### src/rtl/aau_pkg.sv
// Shared types and constants for the accumulator arithmetic unit
package aau_pkg;
  // ==========================================================
  // Widths
  localparam int ACC_W = 32;
  localparam int WORD_W = 16;
  localparam int ADDR_W = 16;
  localparam int DIV_W = 50;
  localparam int BCD_DIGITS = 8;
  localparam int BIN_W = 27;
  localparam int STEP_DIGITS = 4;
  // ==========================================================
  // Float layout and constants
  localparam int FP_MANT_W = 23;
  localparam int FP_EXP_LSB = 23;
  localparam int FP_SIGN = 31;
  localparam logic [7:0] FP_EXP_MAX = 8'hFF;
  localparam logic [9:0] FP_BIAS = 10'h07F;
  localparam logic [9:0] FP_EXP_TOP = 10'h0FF;
  localparam int FP_SHIFT = 25;
  // ==========================================================
  // Reset values and the largest BCD digit
  localparam logic [ACC_W-1:0] ACC_RST = 32'h0000_0000;
  localparam logic [3:0] BCD_NINE = 4'h9;
  // ==========================================================
  // Operations
  typedef enum logic [2:0] {
    OP_BCD_DIV_DBL = 3'h0,
    OP_REAL_DIV = 3'h1,
    OP_BCD_INC = 3'h2,
    OP_BCD_DEC = 3'h3,
    OP_BIN_ADD_S = 3'h4,
    OP_BIN_ADD_D = 3'h5,
    OP_BIN_SUB_S = 3'h6
  } aau_op_t;
  typedef struct packed {
    aau_op_t op;
    logic use_imm;
    logic use_ptr;
    logic [ADDR_W-1:0] addr;
    logic [ACC_W-1:0] imm;
  } aau_cmd_t;
  typedef struct packed {
    logic zero_result_flag;
    logic negative_result_flag;
    logic invalid_pointer_flag;
    logic invalid_float_flag;
    logic sign_overflow_flag;
    logic float_underflow_flag;
    logic non_decimal_digit_flag;
    logic carry16_flag;
    logic carry32_flag;
  } aau_flags_t;
  localparam aau_flags_t FLAGS_RST = 9'h000;
  typedef enum logic [5:0] {
    ST_IDLE = 6'h01,
    ST_PTR = 6'h02,
    ST_LO = 6'h04,
    ST_HI = 6'h08,
    ST_EXEC = 6'h10,
    ST_DIV = 6'h20
  } aau_state_t;
endpackage

### src/rtl/aau_divider.sv
// Restoring binary divider, one quotient bit per clock
`timescale 1ns/1ns
module aau_divider #(
  parameter int W = 50
) (
  input wire logic clock,
  input wire logic resetn,
  input wire logic start,
  input wire logic [W-1:0] dividend,
  input wire logic [W-1:0] divisor,
  output logic [W-1:0] quotient,
  output logic [W-1:0] remainder,
  output logic done
);
  localparam int CW = $clog2(W + 1);
  generate
    if (W < 2) begin : g_bad_w
      $error("aau_divider needs W of at least 2");
    end
  endgenerate
  logic [W-1:0] quo_ff;
  logic [W-1:0] rem_ff;
  logic [W-1:0] div_ff;
  logic [CW-1:0] cnt_ff;
  logic run_ff;
  logic done_ff;
  logic [W:0] trial;
  logic ge;
  assign trial = {rem_ff, quo_ff[W-1]};
  assign ge = trial >= {1'b0, div_ff};
  always_ff @(posedge clock) begin
    if (!resetn) begin
      quo_ff <= '0;
      rem_ff <= '0;
      div_ff <= '0;
      cnt_ff <= '0;
      run_ff <= 1'b0;
      done_ff <= 1'b0;
    end else begin
      done_ff <= 1'b0;
      if (start) begin
        quo_ff <= dividend;
        rem_ff <= '0;
        div_ff <= divisor;
        cnt_ff <= CW'(W);
        run_ff <= 1'b1;
      end else if (run_ff) begin
        rem_ff <= ge ? W'(trial - {1'b0, div_ff}) : trial[W-1:0];
        quo_ff <= {quo_ff[W-2:0], ge};
        cnt_ff <= cnt_ff - 1'b1;
        if (cnt_ff == CW'(1)) begin
          run_ff <= 1'b0;
          done_ff <= 1'b1;
        end
      end
    end
  end
  assign quotient = quo_ff;
  assign remainder = rem_ff;
  assign done = done_ff;
endmodule

### src/rtl/aau_bcd_conv.sv
// Binary to packed BCD converter, shift and add three
`timescale 1ns/1ns
module aau_bcd_conv #(
  parameter int BW = 27,
  parameter int DIGITS = 8
) (
  input wire logic [BW-1:0] bin,
  output logic [4*DIGITS-1:0] bcd
);
  generate
    if (BW < 1 || DIGITS < 1) begin : g_bad
      $error("aau_bcd_conv needs positive widths");
    end
  endgenerate
  always_comb begin
    logic [4*DIGITS-1:0] t;
    t = '0;
    for (int i = BW - 1; i >= 0; i--) begin
      for (int d = 0; d < DIGITS; d++) begin
        if (t[4*d +: 4] > 4'h4) begin
          t[4*d +: 4] = t[4*d +: 4] + 4'h3;
        end
      end
      t = {t[4*DIGITS-2:0], bin[i]};
    end
    bcd = t;
  end
endmodule

### src/rtl/aau_top.sv
// Accumulator arithmetic unit: BCD, binary and real operations with status flags
//
// Summary of operation
// (RULE1) BCD double divide uses two memory words only
// (RULE2) Quotient to accumulator, remainder to stack top
// (RULE3) Zero flag follows accumulator result being zero
// (RULE4) Negative flag set for negative divide/add result
// (RULE5) Non-decimal nibble sets non-BCD flag
// (RULE6) Flags change only when an operation drives them
// (RULE7) Real divide by immediate or memory float
// (RULE8) Bad pointer target sets invalid-pointer flag
// (RULE9) Non-number float operand sets invalid-float flag
// (RULE10) Real divide underflow sets underflow flag
// (RULE11) BCD increment adds one, writes word back
// (RULE12) BCD decrement subtracts one, writes word back
// (RULE13) Single add: low half plus 16-bit operand
// (RULE14) Carry out of bit 15 sets carry16
// (RULE15) Carry out of bit 31 sets carry32
// (RULE16) Wrong signed sign bit sets overflow flag
// (RULE17) Double add: accumulator plus 32-bit operand
// (RULE18) Single subtract: accumulator minus 16-bit operand; code subtracts from the low half and clears the upper half
// (RULE19) Divide by zero leaves accumulator, stack unchanged
`timescale 1ns/1ns
module aau_top import aau_pkg::*; #(
  parameter int MEM_WORDS = 4096
) (
  input wire logic clock,
  input wire logic resetn,
  input wire logic cmd_valid,
  input wire aau_cmd_t cmd,
  output logic cmd_ready,
  output logic cmd_refused,
  output logic done,
  output logic mem_rd,
  output logic mem_wr,
  output logic [ADDR_W-1:0] mem_addr,
  output logic [WORD_W-1:0] mem_wdata,
  input wire logic [WORD_W-1:0] mem_rdata,
  input wire logic mem_ack,
  output logic [ACC_W-1:0] acc,
  output logic [ACC_W-1:0] stack_top,
  output aau_flags_t flags
);
  generate
    if (MEM_WORDS < 1 || MEM_WORDS > 65536) begin : g_bad_mem
      $error("aau_top MEM_WORDS must be 1 to 65536");
    end
  endgenerate
  // ==========================================================
  // Helpers
  function automatic logic bcd_ok(input logic [ACC_W-1:0] v);
    logic ok;
    ok = 1'b1;
    for (int d = 0; d < BCD_DIGITS; d++) begin
      if (v[4*d +: 4] > BCD_NINE) begin
        ok = 1'b0;
      end
    end
    return ok;
  endfunction

  function automatic logic [BIN_W-1:0] bcd2bin(input logic [ACC_W-1:0] v);
    logic [BIN_W-1:0] r;
    r = '0;
    for (int d = BCD_DIGITS - 1; d >= 0; d--) begin
      r = (r << 3) + (r << 1) + {{(BIN_W-4){1'b0}}, v[4*d +: 4]};
    end
    return r;
  endfunction

  // Wraps 9999 to 0000 and back, as a counter digit would
  function automatic logic [WORD_W-1:0] bcd_step(input logic [WORD_W-1:0] v, input logic down);
    logic [WORD_W-1:0] r;
    logic c;
    logic [3:0] n;
    r = v;
    c = 1'b1;
    for (int d = 0; d < STEP_DIGITS; d++) begin
      n = v[4*d +: 4];
      if (c) begin
        if (!down) begin
          c = (n == BCD_NINE);
          r[4*d +: 4] = c ? 4'h0 : n + 4'h1;
        end else begin
          c = (n == 4'h0);
          r[4*d +: 4] = c ? BCD_NINE : n - 4'h1;
        end
      end
    end
    return r;
  endfunction

  // ==========================================================
  // State
  aau_state_t state_ff;
  aau_state_t nxt_state;
  aau_cmd_t cmd_ff;
  logic [ACC_W-1:0] opnd_ff;
  logic [ACC_W-1:0] acc_ff;
  logic [ACC_W-1:0] stack_ff;
  aau_flags_t flags_ff;
  logic ready_ff;
  logic refused_ff;
  logic done_ff;
  logic mem_rd_ff;
  logic mem_wr_ff;
  logic [ADDR_W-1:0] mem_addr_ff;
  logic [WORD_W-1:0] mem_wdata_ff;

  logic accept;
  logic refuse;
  logic ptr_bad;
  logic two_words;
  logic is_div;
  logic div_done;
  logic [DIV_W-1:0] div_q;
  logic [DIV_W-1:0] div_r;
  logic [ACC_W-1:0] q_bcd;
  logic [ACC_W-1:0] r_bcd;

  assign accept = cmd_valid && ready_ff;
  // (RULE1) no immediate divisor
  assign refuse = cmd.use_imm && (cmd.op == OP_BCD_DIV_DBL || cmd.op == OP_BCD_INC
                  || cmd.op == OP_BCD_DEC);
  // (RULE8) pointer target range check
  assign ptr_bad = {16'h0000, mem_rdata} >= 32'(MEM_WORDS);
  assign two_words = cmd_ff.op == OP_BCD_DIV_DBL || cmd_ff.op == OP_REAL_DIV
                     || cmd_ff.op == OP_BIN_ADD_D;
  assign is_div = cmd_ff.op == OP_BCD_DIV_DBL || cmd_ff.op == OP_REAL_DIV;

  // ==========================================================
  // Execution results
  logic run_div;
  logic fin;
  logic wr_back;
  logic [ACC_W-1:0] nxt_acc;
  logic [ACC_W-1:0] nxt_stack;
  aau_flags_t nxt_flags;
  logic [WORD_W-1:0] nxt_wdata;
  logic [DIV_W-1:0] div_a;
  logic [DIV_W-1:0] div_b;
  logic [16:0] sum17;
  logic [32:0] sum33;
  logic [15:0] dif16;
  logic [7:0] ea;
  logic [7:0] eb;
  logic [9:0] e10;
  logic [FP_MANT_W-1:0] mq;
  logic fsign;

  assign ea = acc_ff[FP_EXP_LSB +: 8];
  assign eb = opnd_ff[FP_EXP_LSB +: 8];
  assign fsign = acc_ff[FP_SIGN] ^ opnd_ff[FP_SIGN];
  assign sum17 = {1'b0, acc_ff[15:0]} + {1'b0, opnd_ff[15:0]};
  assign sum33 = {1'b0, acc_ff} + {1'b0, opnd_ff};
  assign dif16 = acc_ff[15:0] - opnd_ff[15:0];
  assign e10 = {2'b00, ea} - {2'b00, eb} + FP_BIAS - {9'h000, ~div_q[FP_SHIFT]};
  assign mq = div_q[FP_SHIFT] ? div_q[FP_SHIFT-1:2] : div_q[FP_SHIFT-2:1];

  always_comb begin
    if (cmd_ff.op == OP_REAL_DIV) begin
      div_a = {1'b0, 1'b1, acc_ff[FP_MANT_W-1:0], {FP_SHIFT{1'b0}}};
      div_b = {{(DIV_W-FP_MANT_W-1){1'b0}}, 1'b1, opnd_ff[FP_MANT_W-1:0]};
    end else begin
      div_a = {{(DIV_W-BIN_W){1'b0}}, bcd2bin(acc_ff)};
      div_b = {{(DIV_W-BIN_W){1'b0}}, bcd2bin(opnd_ff)};
    end
  end

  always_comb begin
    nxt_acc = acc_ff;
    nxt_stack = stack_ff;
    nxt_flags = flags_ff;
    // (RULE8) valid pointer clears at finish
    nxt_flags.invalid_pointer_flag &= cmd_ff.use_imm || !cmd_ff.use_ptr;
    nxt_wdata = bcd_step(opnd_ff[15:0], cmd_ff.op == OP_BCD_DEC);
    run_div = 1'b0;
    wr_back = 1'b0;
    case (cmd_ff.op)
      OP_BIN_ADD_S: begin
        // (RULE13) low half plus word
        nxt_acc = {15'h0000, sum17};
        // (RULE14) carry out of bit 15
        nxt_flags.carry16_flag = sum17[16];
        // (RULE15) no carry past 32 bits here
        nxt_flags.carry32_flag = 1'b0;
        // (RULE16) signed 16-bit overflow
        nxt_flags.sign_overflow_flag = (acc_ff[15] == opnd_ff[15]) && (sum17[15] != acc_ff[15]);
      end
      OP_BIN_ADD_D: begin
        // (RULE17) full width add
        nxt_acc = sum33[31:0];
        // (RULE15) carry out of bit 31
        nxt_flags.carry32_flag = sum33[32];
        // (RULE16) signed 32-bit overflow
        nxt_flags.sign_overflow_flag = (acc_ff[31] == opnd_ff[31]) && (sum33[31] != acc_ff[31]);
      end
      OP_BIN_SUB_S: begin
        // (RULE18) low half minus word
        nxt_acc = {16'h0000, dif16};
        // (RULE16) signed subtract overflow
        nxt_flags.sign_overflow_flag = (acc_ff[15] != opnd_ff[15]) && (dif16[15] != acc_ff[15]);
      end
      OP_BCD_INC, OP_BCD_DEC: begin
        // (RULE5) bad digit blocks the write
        nxt_flags.non_decimal_digit_flag = !bcd_ok({16'h0000, opnd_ff[15:0]});
        // (RULE11) (RULE12) write back stepped value
        wr_back = !nxt_flags.non_decimal_digit_flag;
        // (RULE3) zero on stepped result
        nxt_flags.zero_result_flag = wr_back && (nxt_wdata == 16'h0000);
      end
      OP_BCD_DIV_DBL: begin
        if (state_ff == ST_EXEC) begin
          // (RULE5) both operands checked
          nxt_flags.non_decimal_digit_flag = !bcd_ok(acc_ff) || !bcd_ok(opnd_ff);
          // (RULE19) zero divisor skips
          run_div = !nxt_flags.non_decimal_digit_flag && (opnd_ff != ACC_RST);
        end else begin
          // (RULE2) quotient and remainder
          nxt_flags.non_decimal_digit_flag = 1'b0;
          nxt_acc = q_bcd;
          nxt_stack = r_bcd;
        end
      end
      OP_REAL_DIV: begin
        nxt_flags.invalid_float_flag = 1'b0;
        nxt_flags.float_underflow_flag = 1'b0;
        if (state_ff == ST_EXEC) begin
          // (RULE9) infinity or NaN operand
          nxt_flags.invalid_float_flag = (ea == FP_EXP_MAX) || (eb == FP_EXP_MAX);
          if (!nxt_flags.invalid_float_flag && eb != 8'h00) begin
            // (RULE7) zero dividend short cut
            if (ea == 8'h00) begin
              nxt_acc = ACC_RST;
            end else begin
              run_div = 1'b1;
            end
          end
        end else if (e10[9] || e10 == 10'h000) begin
          // (RULE10) underflow flushes to zero
          nxt_flags.float_underflow_flag = 1'b1;
          nxt_acc = ACC_RST;
        end else if (e10 >= FP_EXP_TOP) begin
          // Overflow leaves an infinity, which is not a usable number
          nxt_flags.invalid_float_flag = 1'b1;
          nxt_acc = {fsign, FP_EXP_MAX, {FP_MANT_W{1'b0}}};
        end else begin
          // (RULE7) truncated quotient
          nxt_acc = {fsign, e10[7:0], mq};
        end
      end
      default: nxt_acc = acc_ff;
    endcase
    if (cmd_ff.op != OP_BCD_INC && cmd_ff.op != OP_BCD_DEC) begin
      // (RULE3) zero flag from accumulator
      nxt_flags.zero_result_flag = (nxt_acc == ACC_RST);
      // (RULE4) negative flag from sign bit
      nxt_flags.negative_result_flag = nxt_acc[31];
    end
  end

  assign fin = (state_ff == ST_EXEC && !run_div) || (state_ff == ST_DIV && div_done);

  // ==========================================================
  // Sequencer
  always_comb begin
    nxt_state = state_ff;
    case (state_ff)
      ST_IDLE: begin
        if (accept && !refuse) begin
          nxt_state = cmd.use_imm ? ST_EXEC : (cmd.use_ptr ? ST_PTR : ST_LO);
        end
      end
      ST_PTR: begin
        if (mem_ack) begin
          nxt_state = ptr_bad ? ST_IDLE : ST_LO;
        end
      end
      ST_LO: begin
        if (mem_ack) begin
          nxt_state = two_words ? ST_HI : ST_EXEC;
        end
      end
      ST_HI: begin
        if (mem_ack) begin
          nxt_state = ST_EXEC;
        end
      end
      ST_EXEC: begin
        nxt_state = run_div ? ST_DIV : ST_IDLE;
      end
      ST_DIV: begin
        if (div_done) begin
          nxt_state = ST_IDLE;
        end
      end
      default: begin
        nxt_state = ST_IDLE;
      end
    endcase
  end

  always_ff @(posedge clock) begin
    if (!resetn) begin
      state_ff <= ST_IDLE;
      cmd_ff <= '0;
      opnd_ff <= ACC_RST;
    end else begin
      state_ff <= nxt_state;
      if (accept) begin
        cmd_ff <= cmd;
        opnd_ff <= cmd.imm;
        if (cmd.op == OP_BIN_ADD_S || cmd.op == OP_BIN_SUB_S) begin
          opnd_ff <= {16'h0000, cmd.imm[15:0]};
        end
      end
      if (state_ff == ST_PTR && mem_ack) begin
        cmd_ff.addr <= mem_rdata;
      end
      if (state_ff == ST_LO && mem_ack) begin
        opnd_ff <= {16'h0000, mem_rdata};
      end
      if (state_ff == ST_HI && mem_ack) begin
        opnd_ff[31:16] <= mem_rdata;
      end
    end
  end

  // ==========================================================
  // Data memory requests
  always_ff @(posedge clock) begin
    if (!resetn) begin
      mem_rd_ff <= 1'b0;
      mem_wr_ff <= 1'b0;
      mem_addr_ff <= '0;
      mem_wdata_ff <= '0;
    end else begin
      mem_rd_ff <= 1'b0;
      mem_wr_ff <= 1'b0;
      if (state_ff == ST_IDLE && accept && !refuse && !cmd.use_imm) begin
        mem_rd_ff <= 1'b1;
        mem_addr_ff <= cmd.addr;
      end
      if (state_ff == ST_PTR && mem_ack && !ptr_bad) begin
        mem_rd_ff <= 1'b1;
        mem_addr_ff <= mem_rdata;
      end
      if (state_ff == ST_LO && mem_ack && two_words) begin
        mem_rd_ff <= 1'b1;
        mem_addr_ff <= cmd_ff.addr + 16'h0001;
      end
      // (RULE11) (RULE12) same word written back
      if (state_ff == ST_EXEC && wr_back) begin
        mem_wr_ff <= 1'b1;
        mem_addr_ff <= cmd_ff.addr;
        mem_wdata_ff <= nxt_wdata;
      end
    end
  end

  // ==========================================================
  // Accumulator and stack
  always_ff @(posedge clock) begin
    if (!resetn) begin
      acc_ff <= ACC_RST;
      stack_ff <= ACC_RST;
    end else if (fin) begin
      // (RULE19) unchanged unless computed
      acc_ff <= nxt_acc;
      // (RULE2) remainder pushed to stack top
      stack_ff <= nxt_stack;
    end
  end

  // ==========================================================
  // Status flags
  always_ff @(posedge clock) begin
    if (!resetn) begin
      flags_ff <= FLAGS_RST;
    end else if (state_ff == ST_PTR && mem_ack && ptr_bad) begin
      // (RULE8) bad target ends the command
      flags_ff.invalid_pointer_flag <= 1'b1;
    end else if (fin) begin
      // (RULE6) untouched flags hold
      flags_ff <= nxt_flags;
    end
  end

  // ==========================================================
  // Handshake
  always_ff @(posedge clock) begin
    if (!resetn) begin
      ready_ff <= 1'b1;
      refused_ff <= 1'b0;
      done_ff <= 1'b0;
    end else begin
      refused_ff <= 1'b0;
      done_ff <= 1'b0;
      if (accept) begin
        // (RULE1) immediate divisor refused
        refused_ff <= refuse;
        done_ff <= refuse;
        ready_ff <= refuse;
      end
      if (fin || (state_ff == ST_PTR && mem_ack && ptr_bad)) begin
        done_ff <= 1'b1;
        ready_ff <= 1'b1;
      end
    end
  end

  // ==========================================================
  // Shared divider and BCD converters
  aau_divider #(.W(DIV_W)) u_div (
    .clock(clock),
    .resetn(resetn),
    .start(state_ff == ST_EXEC && run_div),
    .dividend(div_a),
    .divisor(div_b),
    .quotient(div_q),
    .remainder(div_r),
    .done(div_done)
  );

  aau_bcd_conv #(.BW(BIN_W), .DIGITS(BCD_DIGITS)) u_q_conv (
    .bin(div_q[BIN_W-1:0]),
    .bcd(q_bcd)
  );

  aau_bcd_conv #(.BW(BIN_W), .DIGITS(BCD_DIGITS)) u_r_conv (
    .bin(div_r[BIN_W-1:0]),
    .bcd(r_bcd)
  );

  assign cmd_ready = ready_ff;
  assign cmd_refused = refused_ff;
  assign done = done_ff;
  assign mem_rd = mem_rd_ff;
  assign mem_wr = mem_wr_ff;
  assign mem_addr = mem_addr_ff;
  assign mem_wdata = mem_wdata_ff;
  assign acc = acc_ff;
  assign stack_top = stack_ff;
  assign flags = flags_ff;
endmodule

### config.mk
export PLATFORM = sky130hd
export DESIGN_NAME = aau_top
export DESIGN_NICKNAME = d
export VERILOG_FILES = /design/src/rtl/aau_pkg.sv /design/src/rtl/aau_divider.sv /design/src/rtl/aau_bcd_conv.sv /design/src/rtl/aau_top.sv
export SDC_FILE = /design/constraint.sdc
export NUM_CORES = 2
export LEC_CHECK = 0
export BUFFER_PORTS_ARGS = -buffer_cell sky130_fd_sc_hd__clkbuf_2
export CORE_MARGIN = 5
export CORE_UTILIZATION = 40
export DETAILED_ROUTE_END_ITERATION = 16
export PLACE_DENSITY = 0.64
export SLEW_MARGIN = 10
export SYNTH_ARGS = -nofsm -noshare
export SYNTH_HDL_FRONTEND = slang
export SYNTH_SLANG_ARGS = --single-unit
### constraint.sdc
create_clock -name clock -period 46 [get_ports clock]
set_input_delay 6.9 -clock clock [delete_from_list [all_inputs] [get_ports clock]]
set_output_delay 6.9 -clock clock [all_outputs]
set_load 0.005 [all_outputs]
==> out/summary.txt <==
status = complete, no violations
fill count = 15,300
Post-synth top flop = dfxtp_1
die width = 398 µm
synthesized cell area = 60,100 µm²
Synth-to-Final Area Change = 6.66%
final worst setup slack = 20,120 ps
synth warn = 0
largest net degree at the start of global routing = 131
DR vias = 61,600
Crit path largest cell delay = 580 ps
Layout Nets = 9,025
flop-to-flop setup slack = 20,120 ps
Die Span Y = 398 µm
CTS tree = yes
Max Slew Vio Count = 0
top post-synthesis cells by area = ha_1, dfxtp_1, a21oi_1
# Max-Cap Violations = 0
Mapped Cells = 8,131
CP Class = flop to flop
crit share post-route = 0.563
Longest Clk Path Bufs = 3
num ports = 183
critical path's top delay family = compound AO/OA/AOI/OAI gates
final hold vios = 0
Worst-path clk slew = 60 ps
Syn Area/Cell = 7.40 µm²
largest area contributor in the netlist = ha_1
skew final = 55.1 ps
Crit path depth = 107
Sequential Area = 6090 µm²
post-CTS resize count = 0
CTS Buf Count = 38
CTS Sinks = 304
RSZ-0062 raised after global routing = no
most frequent cells in the layout = ha_1, nor2_1, a21oi_1
Worst Path Buf+Inv = 17
Clk Latency, worst-skew pair = 620 ps
Critical-path top delay cell = a2111oi_1
EDFF count, synth = 0
WL met2 = 84,100 µm
first-pass GRT wire length = 294,000 µm
Vias/cell = 6.08
DRT antenna net count = 0
hold_ws = 457 ps
syn_nets = 9,067
Startpoint Class = flop
Synth top area share = 0.173
routed length per instance = 18.0 µm
total grt overflow = 0
Hold Buf Count CTS = 0
R2R cell count = 107
M1 WL = 81,600 µm
Post-CTS Setup Bufs = 0
Setup TNS = 0 ps
hold crit path type = flop to flop
routed wire length = 183,000 µm
router iterations before antenna repair = 9
commonest non-fill, non-tap cell in the layout = ha_1
Rel. slew slack = 0.178
CP arrival = 26,400 ps
CP endpoint = stack_top[18]
All-Layer GR Usage = 0.217
CP endpoint kind = flop
Placement Setup Slack = 20,520 ps
Clk Tree Root Cell = clkbuf_16
Port Buffers = 182
htree depth = 2
worst slew pin tran = 1220 ps
antenna violations before repair = 1
uppermost layer routed = met4
CP startpoint = u_div.remainder[24]
CP most frequent cell = ha_1
row count = 142
starting density of the core = 0.402
GPL Wtd Cong = 0.951
Yosys cell types = 140
worst path required time = 46,510 ps
Antenna Cells = 0
total length of routed met3 wires = 11,200 µm
CORE AREA = 150,000 µm²
#FFs+latches synth = 304
post-DP HPWL = 142,000 µm
crit-path max FO = 8
worst reg2reg endpoint = stack_top[18]
layout cells sized above 1 = 0.0879
f_max = 38.6 MHz
vias in the first global route = 56,800
area of the multi-input gates = 50,600 µm²
Final setup viols = 0
Seq/Total Area, Yosys = 0.101
Die ar. = 158,000 µm²
Synth async-reset ratio = 0
Reg2Reg Launch Point = u_div.remainder[24]
drt first-iter violations = 5,092
Residual DRC = 0
Tmin final = 25,880 ps
## how the worst min path moves through the flow
stage | startpoint | endpoint | slack [ps] | depth (start not counted)
finish | stack_top[6] | stack_top[6] | 460 | 2
global route | cmd_ff[48] | flags[6] | 460 | 1
CTS | stack_top[6] | stack_top[6] | 460 | 2
detailed placement | stack_top[6] | stack_top[6] | 450 | 2
global placement | cmd_ff[48] | flags[6] | 430 | 1
floorplan | cmd_ff[48] | flags[6] | 410 | 1
## worst reg2reg max path, delay by kind of cell, from the launching register on
family,cells,cell delay (ps)
fa+ha+maj,23,6030
simple gates,23,5580
mux,2,710
xor+xnor,13,3840
compound gates,29,7710
buf+inv,17,1520
flops,1,420
## per-layer routing
metal,up-vias,GRT usage
li1,30400,-
met1,28900,0.286
met2,1968,0.372
met3,347,0.0240
met4,0,0.0650
met5,-,0
## cell usage after synthesis, types with 33 or more instances
cell type / instances
ha_1: 830
nor2_1: 765
a21oi_1: 730
inv_1: 545
nand2_1: 534
o21ai_0: 407
xnor2_1: 313
dfxtp_1: 304
clkbuf_1: 242
mux2i_1: 230
a211oi_1: 188
nor3_1: 181
a21o_1: 174
o21bai_1: 141
xor2_1: 141
nand3_1: 135
mux2_2: 119
o211ai_1: 113
a31oi_1: 94
and2_1: 87
a22oi_1: 84
nor4_1: 84
o21a_1: 84
nand2b_1: 80
or3_1: 67
buf_2: 62
nand4_1: 62
nor2b_1: 61
o22ai_1: 55
o21ai_1: 54
o31ai_1: 51
or2_2: 47
a311oi_1: 45
and3_1: 45
a211o_1: 43
a221oi_1: 39
o221ai_1: 38
fa_1: 33
or4_1: 33
## through the flow
stage	cell area [µm²]	cells	util
floorplan	60100	8131	-
global placement	62800	10100	0.420
detailed placement	62800	10100	0.420
CTS	64100	10100	0.429
global route	64100	10100	0.429
finish	64100	10100	0.429
## area by class of cell
cell class | instances | share of cell area
Tap cell | 2016 | 0.0393
Inverter | 552 | 0.0324
Timing Repair Buffer | 268 | 0.0245
Clock inverter | 21 | 0.00501
Multi-Input combinational cell | 6925 | 0.788
Sequential cell | 304 | 0.0950
Clock buffer | 45 | 0.0157
## registers in the layout, indices dropped and copies added, names as in the netlist, 6 cells and up
signal           count
stack_top           32
state_ff             6
u_div.cnt_ff         6
mem_wdata           16
u_div.quotient      50
u_div.div_ff        27
cmd_ff              21
flags                9
u_div.remainder     50
acc                 32
mem_addr            16
opnd_ff             32
## cells by family after synthesis
kind of cell    count (synthesis)  synth area share
mux                           365            0.0643
flops                         304             0.101
xor+xnor                      456            0.0667
compound gates               2895             0.333
simple gates                 2343             0.190
fa+ha+maj                     866             0.184
buf+inv                       902            0.0598
Power is not shown: default switching activity piles up to over one toggle a cycle in this logic, so the estimate is an artifact.
